<file path="src/verilog/prom_port_pkg.sv">
// Constants for the shared memory port serial prom and board access block
`default_nettype none
package prom_port_pkg;
    // Register offsets
    localparam logic [7:0] BOARD_PORT_CONTROL_OFS  = 8'h1d;
    localparam logic [7:0] SERIAL_PROM_CONTROL_OFS = 8'h1e;
    // Board port control fields
    localparam int BRD_DATA_LSB = 2;
    localparam int BRD_RW_BIT   = 1;
    localparam int BRD_STB_BIT  = 0;
    // Serial prom control fields
    localparam int SPC_GRANT_BIT = 7;
    localparam int SPC_REQ_BIT   = 6;
    localparam int SPC_MODE_BIT  = 5;
    localparam int SPC_RDY_BIT   = 4;
    localparam int SPC_CS_BIT    = 3;
    localparam int SPC_CK_BIT    = 2;
    localparam int SPC_DO_BIT    = 1;
    localparam int SPC_DI_BIT    = 0;
    // Reset values
    localparam logic [7:0] BOARD_PORT_CONTROL_RST = 8'h00;
    localparam logic [3:0] PROM_CTRL_RST          = 4'h0;
    // Ready timer
    localparam int CLK_PERIOD_NS   = 10;
    localparam int READY_DELAY_NS  = 800;
    localparam int READY_CYCLES    =
        (READY_DELAY_NS + CLK_PERIOD_NS - 1) / CLK_PERIOD_NS;
    localparam logic [6:0] READY_COUNT = 7'(READY_CYCLES);
endpackage : prom_port_pkg
`default_nettype wire

</file>
<file path="src/verilog/prom_port_access.sv">
// Register access to serial prom and board logic over the shared port
// ****************************************************************
// Behaviour
// Board data 7..3 to port data 7..3, bit 2 to parity, when granted.
// Read/write 0 drives written board data onto port and parity.
// Read/write 1 reads board data from port and parity pins.
// Write strobe is not rw and strobe; output enable_n is not rw.
// Mode select raises request once port is not busy elsewhere.
// Grant hands port data 2..0 and chip select to prom bits.
// Port stays owned until mode select is cleared.
// Software sets mode select then polls ready before access.
// Any prom control write clears ready; it returns after 800 ns.
// After mode select, ready waits for the sampled grant.
// Port outputs stay undriven until grant after mode select.
// Chip select only with its bit, mode select and grant.
// Shift clock pin 2 high when clock bit and mode select set.
// Control bit 7 reads the grant pin level.
// Control bit 6 reads the request output level.
// Data out bit drives port data pin 1 into prom.
// Data in bit reads port data pin 0 under mode select.
// Clearing mode select drops request and releases port.
// ****************************************************************
//
// Design decision made here: strobed register access.
`timescale 1ns/100ps
`default_nettype none
module prom_port_access
(
    input  wire logic       i_clk,
    input  wire logic       i_rst,
    input  wire logic [7:0] i_addr,
    input  wire logic [7:0] i_wdata,
    input  wire logic       i_wr,
    input  wire logic       i_rd,
    output logic      [7:0] o_rdata,
    input  wire logic       i_port_busy,
    input  wire logic       i_port_grant_n,
    output logic            o_port_request_n,
    input  wire logic [7:0] i_port_data_pins,
    output logic      [7:0] o_port_data_pins,
    output logic      [7:0] o_port_data_oe,
    input  wire logic       i_port_parity_pin,
    output logic            o_port_parity_pin,
    output logic            o_port_parity_oe,
    output logic            o_prom_chip_select,
    output logic            o_prom_chip_select_oe,
    output logic            o_board_write_strobe_pin,
    output logic            o_board_output_enable_n,
    output logic            o_board_strobe_oe
);
    // ************************************************************
    // Pin synchronisers
    // ************************************************************
    logic [9:0] pin_meta_q;
    logic [9:0] pin_sync_q;

    always_ff @(posedge i_clk or posedge i_rst)
    begin
        if (i_rst)
        begin
            pin_meta_q <= 10'h3ff;
            pin_sync_q <= 10'h3ff;
        end
        else
        begin
            pin_meta_q <= {i_port_grant_n, i_port_parity_pin,
                           i_port_data_pins};
            pin_sync_q <= pin_meta_q;
        end
    end

    logic       grant;
    logic [7:0] data_in;
    logic       parity_in;
    assign grant     = !pin_sync_q[9];
    assign parity_in = pin_sync_q[8];
    assign data_in   = pin_sync_q[7:0];

    // ************************************************************
    // Registers
    // ************************************************************
    logic [7:0] board_q;
    logic       mode_q;
    logic       cs_q;
    logic       ck_q;
    logic       do_q;
    logic       wr_board;
    logic       wr_prom;
    logic       ready;
    logic       req_q;
    logic       own_q;

    assign wr_board = i_wr &&
        (i_addr == prom_port_pkg::BOARD_PORT_CONTROL_OFS);
    assign wr_prom  = i_wr &&
        (i_addr == prom_port_pkg::SERIAL_PROM_CONTROL_OFS);

    always_ff @(posedge i_clk or posedge i_rst)
    begin
        if (i_rst)
            board_q <= prom_port_pkg::BOARD_PORT_CONTROL_RST;
        else if (wr_board)
            board_q <= i_wdata;
    end

    always_ff @(posedge i_clk or posedge i_rst)
    begin
        if (i_rst)
            {mode_q, cs_q, ck_q, do_q} <= prom_port_pkg::PROM_CTRL_RST;
        else if (wr_prom)
        begin
            mode_q <= i_wdata[prom_port_pkg::SPC_MODE_BIT];
            cs_q   <= i_wdata[prom_port_pkg::SPC_CS_BIT];
            ck_q   <= i_wdata[prom_port_pkg::SPC_CK_BIT];
            do_q   <= i_wdata[prom_port_pkg::SPC_DO_BIT];
        end
    end

    // ************************************************************
    // Arbitration
    // ************************************************************
    always_ff @(posedge i_clk or posedge i_rst)
    begin
        if (i_rst)
            req_q <= 1'b0;
        // drop request
        else if (!mode_q)
            req_q <= 1'b0;
        // request when port idle
        else if (!i_port_busy || own_q)
            req_q <= 1'b1;
    end

    always_ff @(posedge i_clk or posedge i_rst)
    begin
        if (i_rst)
            own_q <= 1'b0;
        else if (!mode_q)
            own_q <= 1'b0;
        // keep ownership
        else if (req_q && grant)
            own_q <= 1'b1;
    end

    // pacing timer
    ready_timer u_ready_timer
    (
        .i_clk     (i_clk),
        .i_rst     (i_rst),
        .i_restart (wr_prom),
        .i_hold    (mode_q && !own_q),
        .o_ready   (ready)
    );

    // ************************************************************
    // Port drive
    // ************************************************************
    logic       rw;
    logic [7:0] data_d;
    logic [7:0] oe_d;
    assign rw = board_q[prom_port_pkg::BRD_RW_BIT];

    always_comb
    begin
        // board data to upper pins; R2 write value driven
        data_d = {board_q[7:3], ck_q, do_q, 1'b0};
        // undriven until owned
        oe_d   = 8'h00;
        if (own_q)
        begin
            // prom bits take low pins
            // shift clock; R16 data out
            oe_d[2:1] = 2'b11;
            // read direction releases pins
            oe_d[7:3] = rw ? 5'h00 : 5'h1f;
        end
    end

    always_ff @(posedge i_clk or posedge i_rst)
    begin
        if (i_rst)
        begin
            o_port_data_pins <= 8'h00;
            o_port_data_oe   <= 8'h00;
            o_port_parity_pin <= 1'b0;
            o_port_parity_oe <= 1'b0;
        end
        else
        begin
            o_port_data_pins <= data_d;
            o_port_data_oe   <= oe_d;
            // bit 2 to parity pin
            o_port_parity_pin <= board_q[prom_port_pkg::BRD_DATA_LSB];
            o_port_parity_oe <= own_q && !rw;
        end
    end

    always_ff @(posedge i_clk or posedge i_rst)
    begin
        if (i_rst)
        begin
            o_port_request_n         <= 1'b1;
            o_prom_chip_select       <= 1'b0;
            o_prom_chip_select_oe    <= 1'b0;
            o_board_write_strobe_pin <= 1'b0;
            o_board_output_enable_n  <= 1'b1;
            o_board_strobe_oe        <= 1'b0;
        end
        else
        begin
            o_port_request_n <= !req_q;
            // chip select gated
            o_prom_chip_select    <= cs_q && own_q;
            o_prom_chip_select_oe <= own_q;
            // strobe equations
            o_board_write_strobe_pin <= !rw &&
                board_q[prom_port_pkg::BRD_STB_BIT];
            o_board_output_enable_n  <= !rw;
            o_board_strobe_oe        <= own_q;
        end
    end

    // ************************************************************
    // Read data
    // ************************************************************
    logic [7:0] rdata_d;
    always_comb
    begin
        rdata_d = 8'h00;
        if (i_addr == prom_port_pkg::BOARD_PORT_CONTROL_OFS)
        begin
            rdata_d = board_q;
            // read pin levels
            if (rw && own_q)
                rdata_d[7:2] = {data_in[7:3], parity_in};
        end
        else if (i_addr == prom_port_pkg::SERIAL_PROM_CONTROL_OFS)
            // grant; R15 request; R17 data in
            rdata_d = {grant, !o_port_request_n, mode_q, ready,
                       cs_q, ck_q, do_q, data_in[0] && mode_q};
    end

    always_ff @(posedge i_clk or posedge i_rst)
    begin
        if (i_rst)
            o_rdata <= 8'h00;
        else if (i_rd)
            o_rdata <= rdata_d;
        else
            o_rdata <= 8'h00;
    end

    // Cycles since the last prom control write, saturating
    logic [6:0] gap_q;
    always_ff @(posedge i_clk or posedge i_rst)
    begin
        if (i_rst)
            gap_q <= 7'h00;
        else if (wr_prom)
            gap_q <= 7'h01;
        else if (gap_q != 7'h00 && gap_q != 7'h7f)
            gap_q <= gap_q + 7'h01;
    end
endmodule // prom_port_access
`default_nettype wire

</file>
<file path="src/verilog/ready_timer.sv">
// Pacing timer for the serial prom ready flag
`timescale 1ns/100ps
`default_nettype none
module ready_timer
(
    input  wire logic i_clk,
    input  wire logic i_rst,
    input  wire logic i_restart,
    input  wire logic i_hold,
    output logic      o_ready
);
    logic [6:0] count_q;

    // restart and expire
    always_ff @(posedge i_clk or posedge i_rst)
    begin
        if (i_rst)
            count_q <= 7'h00;
        else if (i_restart)
            count_q <= prom_port_pkg::READY_COUNT;
        else if (count_q != 7'h00)
            count_q <= count_q - 7'h01;
    end

    // grant gates ready
    always_ff @(posedge i_clk or posedge i_rst)
    begin
        if (i_rst)
            o_ready <= 1'b0;
        else if (i_restart)
            o_ready <= 1'b0;
        else
            o_ready <= (count_q <= 7'h01) && !i_hold;
    end
endmodule // ready_timer
`default_nettype wire
</file>
<file path="config.mk">
export PLATFORM = sky130hd
export DESIGN_NAME = prom_port_access
export DESIGN_NICKNAME = d
export VERILOG_FILES = /design/src/verilog/prom_port_pkg.sv /design/src/verilog/prom_port_access.sv /design/src/verilog/ready_timer.sv
export SDC_FILE = /design/constraint.sdc
export NUM_CORES = 1
export LEC_CHECK = 0
export ABC_AREA = 1
export BUFFER_PORTS_ARGS = -buffer_cell sky130_fd_sc_hd__buf_4
export CORE_UTILIZATION = 52
export CTS_CLUSTER_SIZE = 12
export DETAILED_ROUTE_END_ITERATION = 10
export GPL_ROUTABILITY_DRIVEN = 0
export GPL_TIMING_DRIVEN = 1
export PLACE_DENSITY = 0.77
export SLEW_MARGIN = 40
export SYNTH_ARGS = -nofsm -noshare
export SYNTH_HDL_FRONTEND = slang
export SYNTH_SLANG_ARGS = --single-unit
</file>
<file path="constraint.sdc">
create_clock -name i_clk -period 2 [get_ports i_clk]
set_clock_uncertainty 0.1 [all_clocks]
set_input_delay 0.2 -clock i_clk [delete_from_list [all_inputs] [get_ports i_clk]]
set_output_delay 0.2 -clock i_clk [all_outputs]
set_load 0.005 [all_outputs]
</file>
==> impl_metrics.toml <==
[global_routing]
antenna_found_initial = 0
grt_overflow = 0
grt_pass1_wl_um = 8079
grt.total_usage_pct = 21.82
grt_max_degree = 31
grt_pass1_vias = 1790

[logic_synthesis]
yosysWarnings = 0
synth_cell_type_count = 26
ys_seq_elements = 60
synth_edf_count = 0
avgSynthCellArea_um2 = 10.39
netlist_area_um2 = 2452
synth.most_common_cell = "nand2_1"
synth_area_leaders = "dfrtp_1, dfstp_2, nand2_1"
synth_seq_area_share_pct = 62.14
synth_ff_type = "dfrtp_1"
synth_top_cells_by_count = "nand2_1, dfrtp_1, inv_1, nand3_1, dfstp_2"
yosysTopAreaCellShare_pct = 42.86
synth-async-reset-ratio_pct = 100.0
synth_cells = 236
synth_area_leader_cell = "dfrtp_1"

[sta]
max_freq_mhz = 708.9
grt_setup_unrepaired = "no"
setup-violations-final = 0
tns_ns = 0
fin_ws_ns = 0.5893
hold_viol = 0
fin_crit_sh_pct = 70.53
fin_crit_ns = 1.411
slew_viol_final = 0
worstMarginPinSlew_ns = 0.6039
relSlewSlack_pct = 59.68

[worst_setup_path]
start_kind = "flip-flop"
cp_slowest_cell = "dfrtp_1"
r2r-start = "u_ready_timer.count_q[0]"
slowest_delay_ns = 0.41
crit_chain = "inv_1 > ha_1 > nand4_2 > a21oi_1 > nor2_1"
path_class = "reg2reg"
setup.worst_path.start = "u_ready_timer.count_q[0]"
cp-end-kind = "flip-flop"
required_ns = 2.12
path_max_fanout = 8
crit_arrival_ns = 1.53

[pwr]
clkPwrFrac_pct = 36.4
p_sw_share_pct = 27.16
leakagePower_nw = 1.760
seq_power_share_pct = 45.4
power_frac_comb_pct = 18.2
vdd_drop_max_mv = 0.6176
internal_power_mw = 2.367
power_switching_mw = 0.8825
power.density_nw_per_um2 = 989.0

[place]
numPortBuffers = 58
dp_hpwl_um = 3282
place_ws_ns = 0.5940

[clock_network]
post-cts-setup-buffers = 0
cts_sinks = 60
cts_buffer_depth = 2
cts_made_buffers = 9
clk_pin_slew_ns = 0.06
ctsRootBufferMaster = "clkbuf_8"
cts_tree = "built"
h-tree-depth = 3
insertion_delay_ns = 0.33

[run_status]
outcome = "complete, but fails checks"
violations = "design-rule violations"

[detailed_routing]
drt-initial-drc-count = 117
wirelength_um = 4766
dr.pass1.iters = 8
wire_per_inst_um = 12.88
remaining_drc_errors = 16
avgViaCountPerCell = 4.976
final_antenna_net_count = 0
vias = 1841

[finish]
drive_gt1_share_pct = 34.91
antennaDiodeCount = 0
finalNetCount = 347
syn2layout_area_growth_pct = 33.98

[floorplanning]
die_area_um2 = 4995
die_w_um = 70.68
start_util_pct = 55.18
die_h_um = 70.68
core_area_um2 = 4444
placementRows = 24
num_io_pins = 63

[flow_run]
drv_cap = 0

[worst_hold_path]
hold_path_startpoint = "i_wr"
hold_class = "in2reg"
-- worst max-delay path, delay by kind of cell (launching register included) --
kind                       cells  cell delay [ns]
buffers and inverters          1             0.12
DFF                            1             0.41
adders and majority gates      1             0.20
AOI/OAI and AO/OA              1             0.19
and+or+nand+nor                2             0.28
-- metal layers --
layer | GRT usage, % | routed length, um | part of all wire, % | up-vias
met1 | 26.99 | 1946 | 41 | 878
li1 | - | - | - | 893
met3 | 5.128 | 276 | 5.8 | 10
met5 | 0 | 0 | 0 | -
met4 | 10.67 | 91 | 1.9 | 0
met2 | 36.46 | 2450 | 51 | 60
-- path summary, 6_finish.rpt --
kind / endpoint / slack, ns / cells after the start
setup / recovery: u_ready_timer.count_q[5] / 0.59 / 5
hold / removal: u_ready_timer.count_q[6] / 0.07 / 3
setup reg to reg: u_ready_timer.count_q[5] / 0.59 / 5
hold reg to reg: pin_sync_q[4] / 0.26 / 0
max in group asynchronous: o_board_output_enable_n / 0.80 / 4
min in group asynchronous: req_q / 0.40 / 3
-- stage by stage --
step | power [mW] | area [um2] | hold slack (ns) | std cells | util (%)
4_1_cts | 3.278 | 3286 | 0.05922 | 370 | 73.93
6_report | 3.250 | 3286 | 0.06633 | 370 | 73.93
3_3_place_gp | 2.039 | 2888 | 0.2051 | 336 | 64.98
2_1_floorplan | 1.883 | 2456 | 0.1045 | 237 | -
3_5_place_dp | 2.064 | 2888 | 0.2095 | 336 | 64.98
5_1_grt | 3.434 | 3286 | 0.07237 | 370 | 73.93
-- repair_timing --
action | in CTS | in global routing
resized for setup | 0 | 0
hold buffers | 18 | 0
hold endpoints to repair | 28 | 0
-- cell usage in the layout (no fill, tap or decap), types with 10 or more instances in the layout --
cell            n
a21oi_1        10
inv_1          22
nand3_1        23
clkbuf_8       10
o21ai_0        10
nor2_1         13
dlygate4sd3_1  18
nand2_1        55
buf_4          59
dfstp_2        18
dfrtp_1        42
-- flip-flops by register name, summed over array words and instances (netlist names) --
name and cells:
own_q 1, cs_q 1, o_prom_chip_select 1, o_port_request_n 1
o_port_parity_pin 1, ck_q 1, u_ready_timer.o_ready 1, pin_sync_q 8
o_port_data_oe 2, o_board_write_strobe_pin 1, do_q 1, mode_q 1
pin_meta_q 8, o_port_data_pins 7, u_ready_timer.count_q 7, req_q 1
o_rdata 8, o_board_output_enable_n 1, board_q 8
-- cells by family (layout without fill, tap and decap cells) --
kind of cell	after synthesis	in the layout	share of synthesized area, %
simple gates	110	110	22.96
xor+xnor	1	1	0.3572
buf+inv	38	119	7.755
compound gates	23	23	5.102
other cells	1	2	0.1529
flops	60	60	62.14
fa+ha+maj	3	3	1.531
-- area by class of cell --
class / instances / area [um2]
Fill cell: 319 / 1159
Clock inverter: 4 / 72.57
Inverter: 25 / 93.84
Sequential cell: 60 / 1524
Timing Repair Buffer: 78 / 643.1
Clock buffer: 12 / 145.1
Tap cell: 52 / 65.06
Multi-Input combinational cell: 139 / 742.0
-- power by group through the flow --
stage | logic [mW] | registers [mW] | clock network (mW)
after floorplan | 0.423 | 1.46 | 0
after global placement | 0.552 | 1.49 | 0
after detailed placement | 0.570 | 1.49 | 0
after CTS | 0.600 | 1.47 | 1.20
after global routing | 0.686 | 1.49 | 1.26
final | 0.593 | 1.47 | 1.18
No activity file was read; power rests on OpenSTA's default activity.
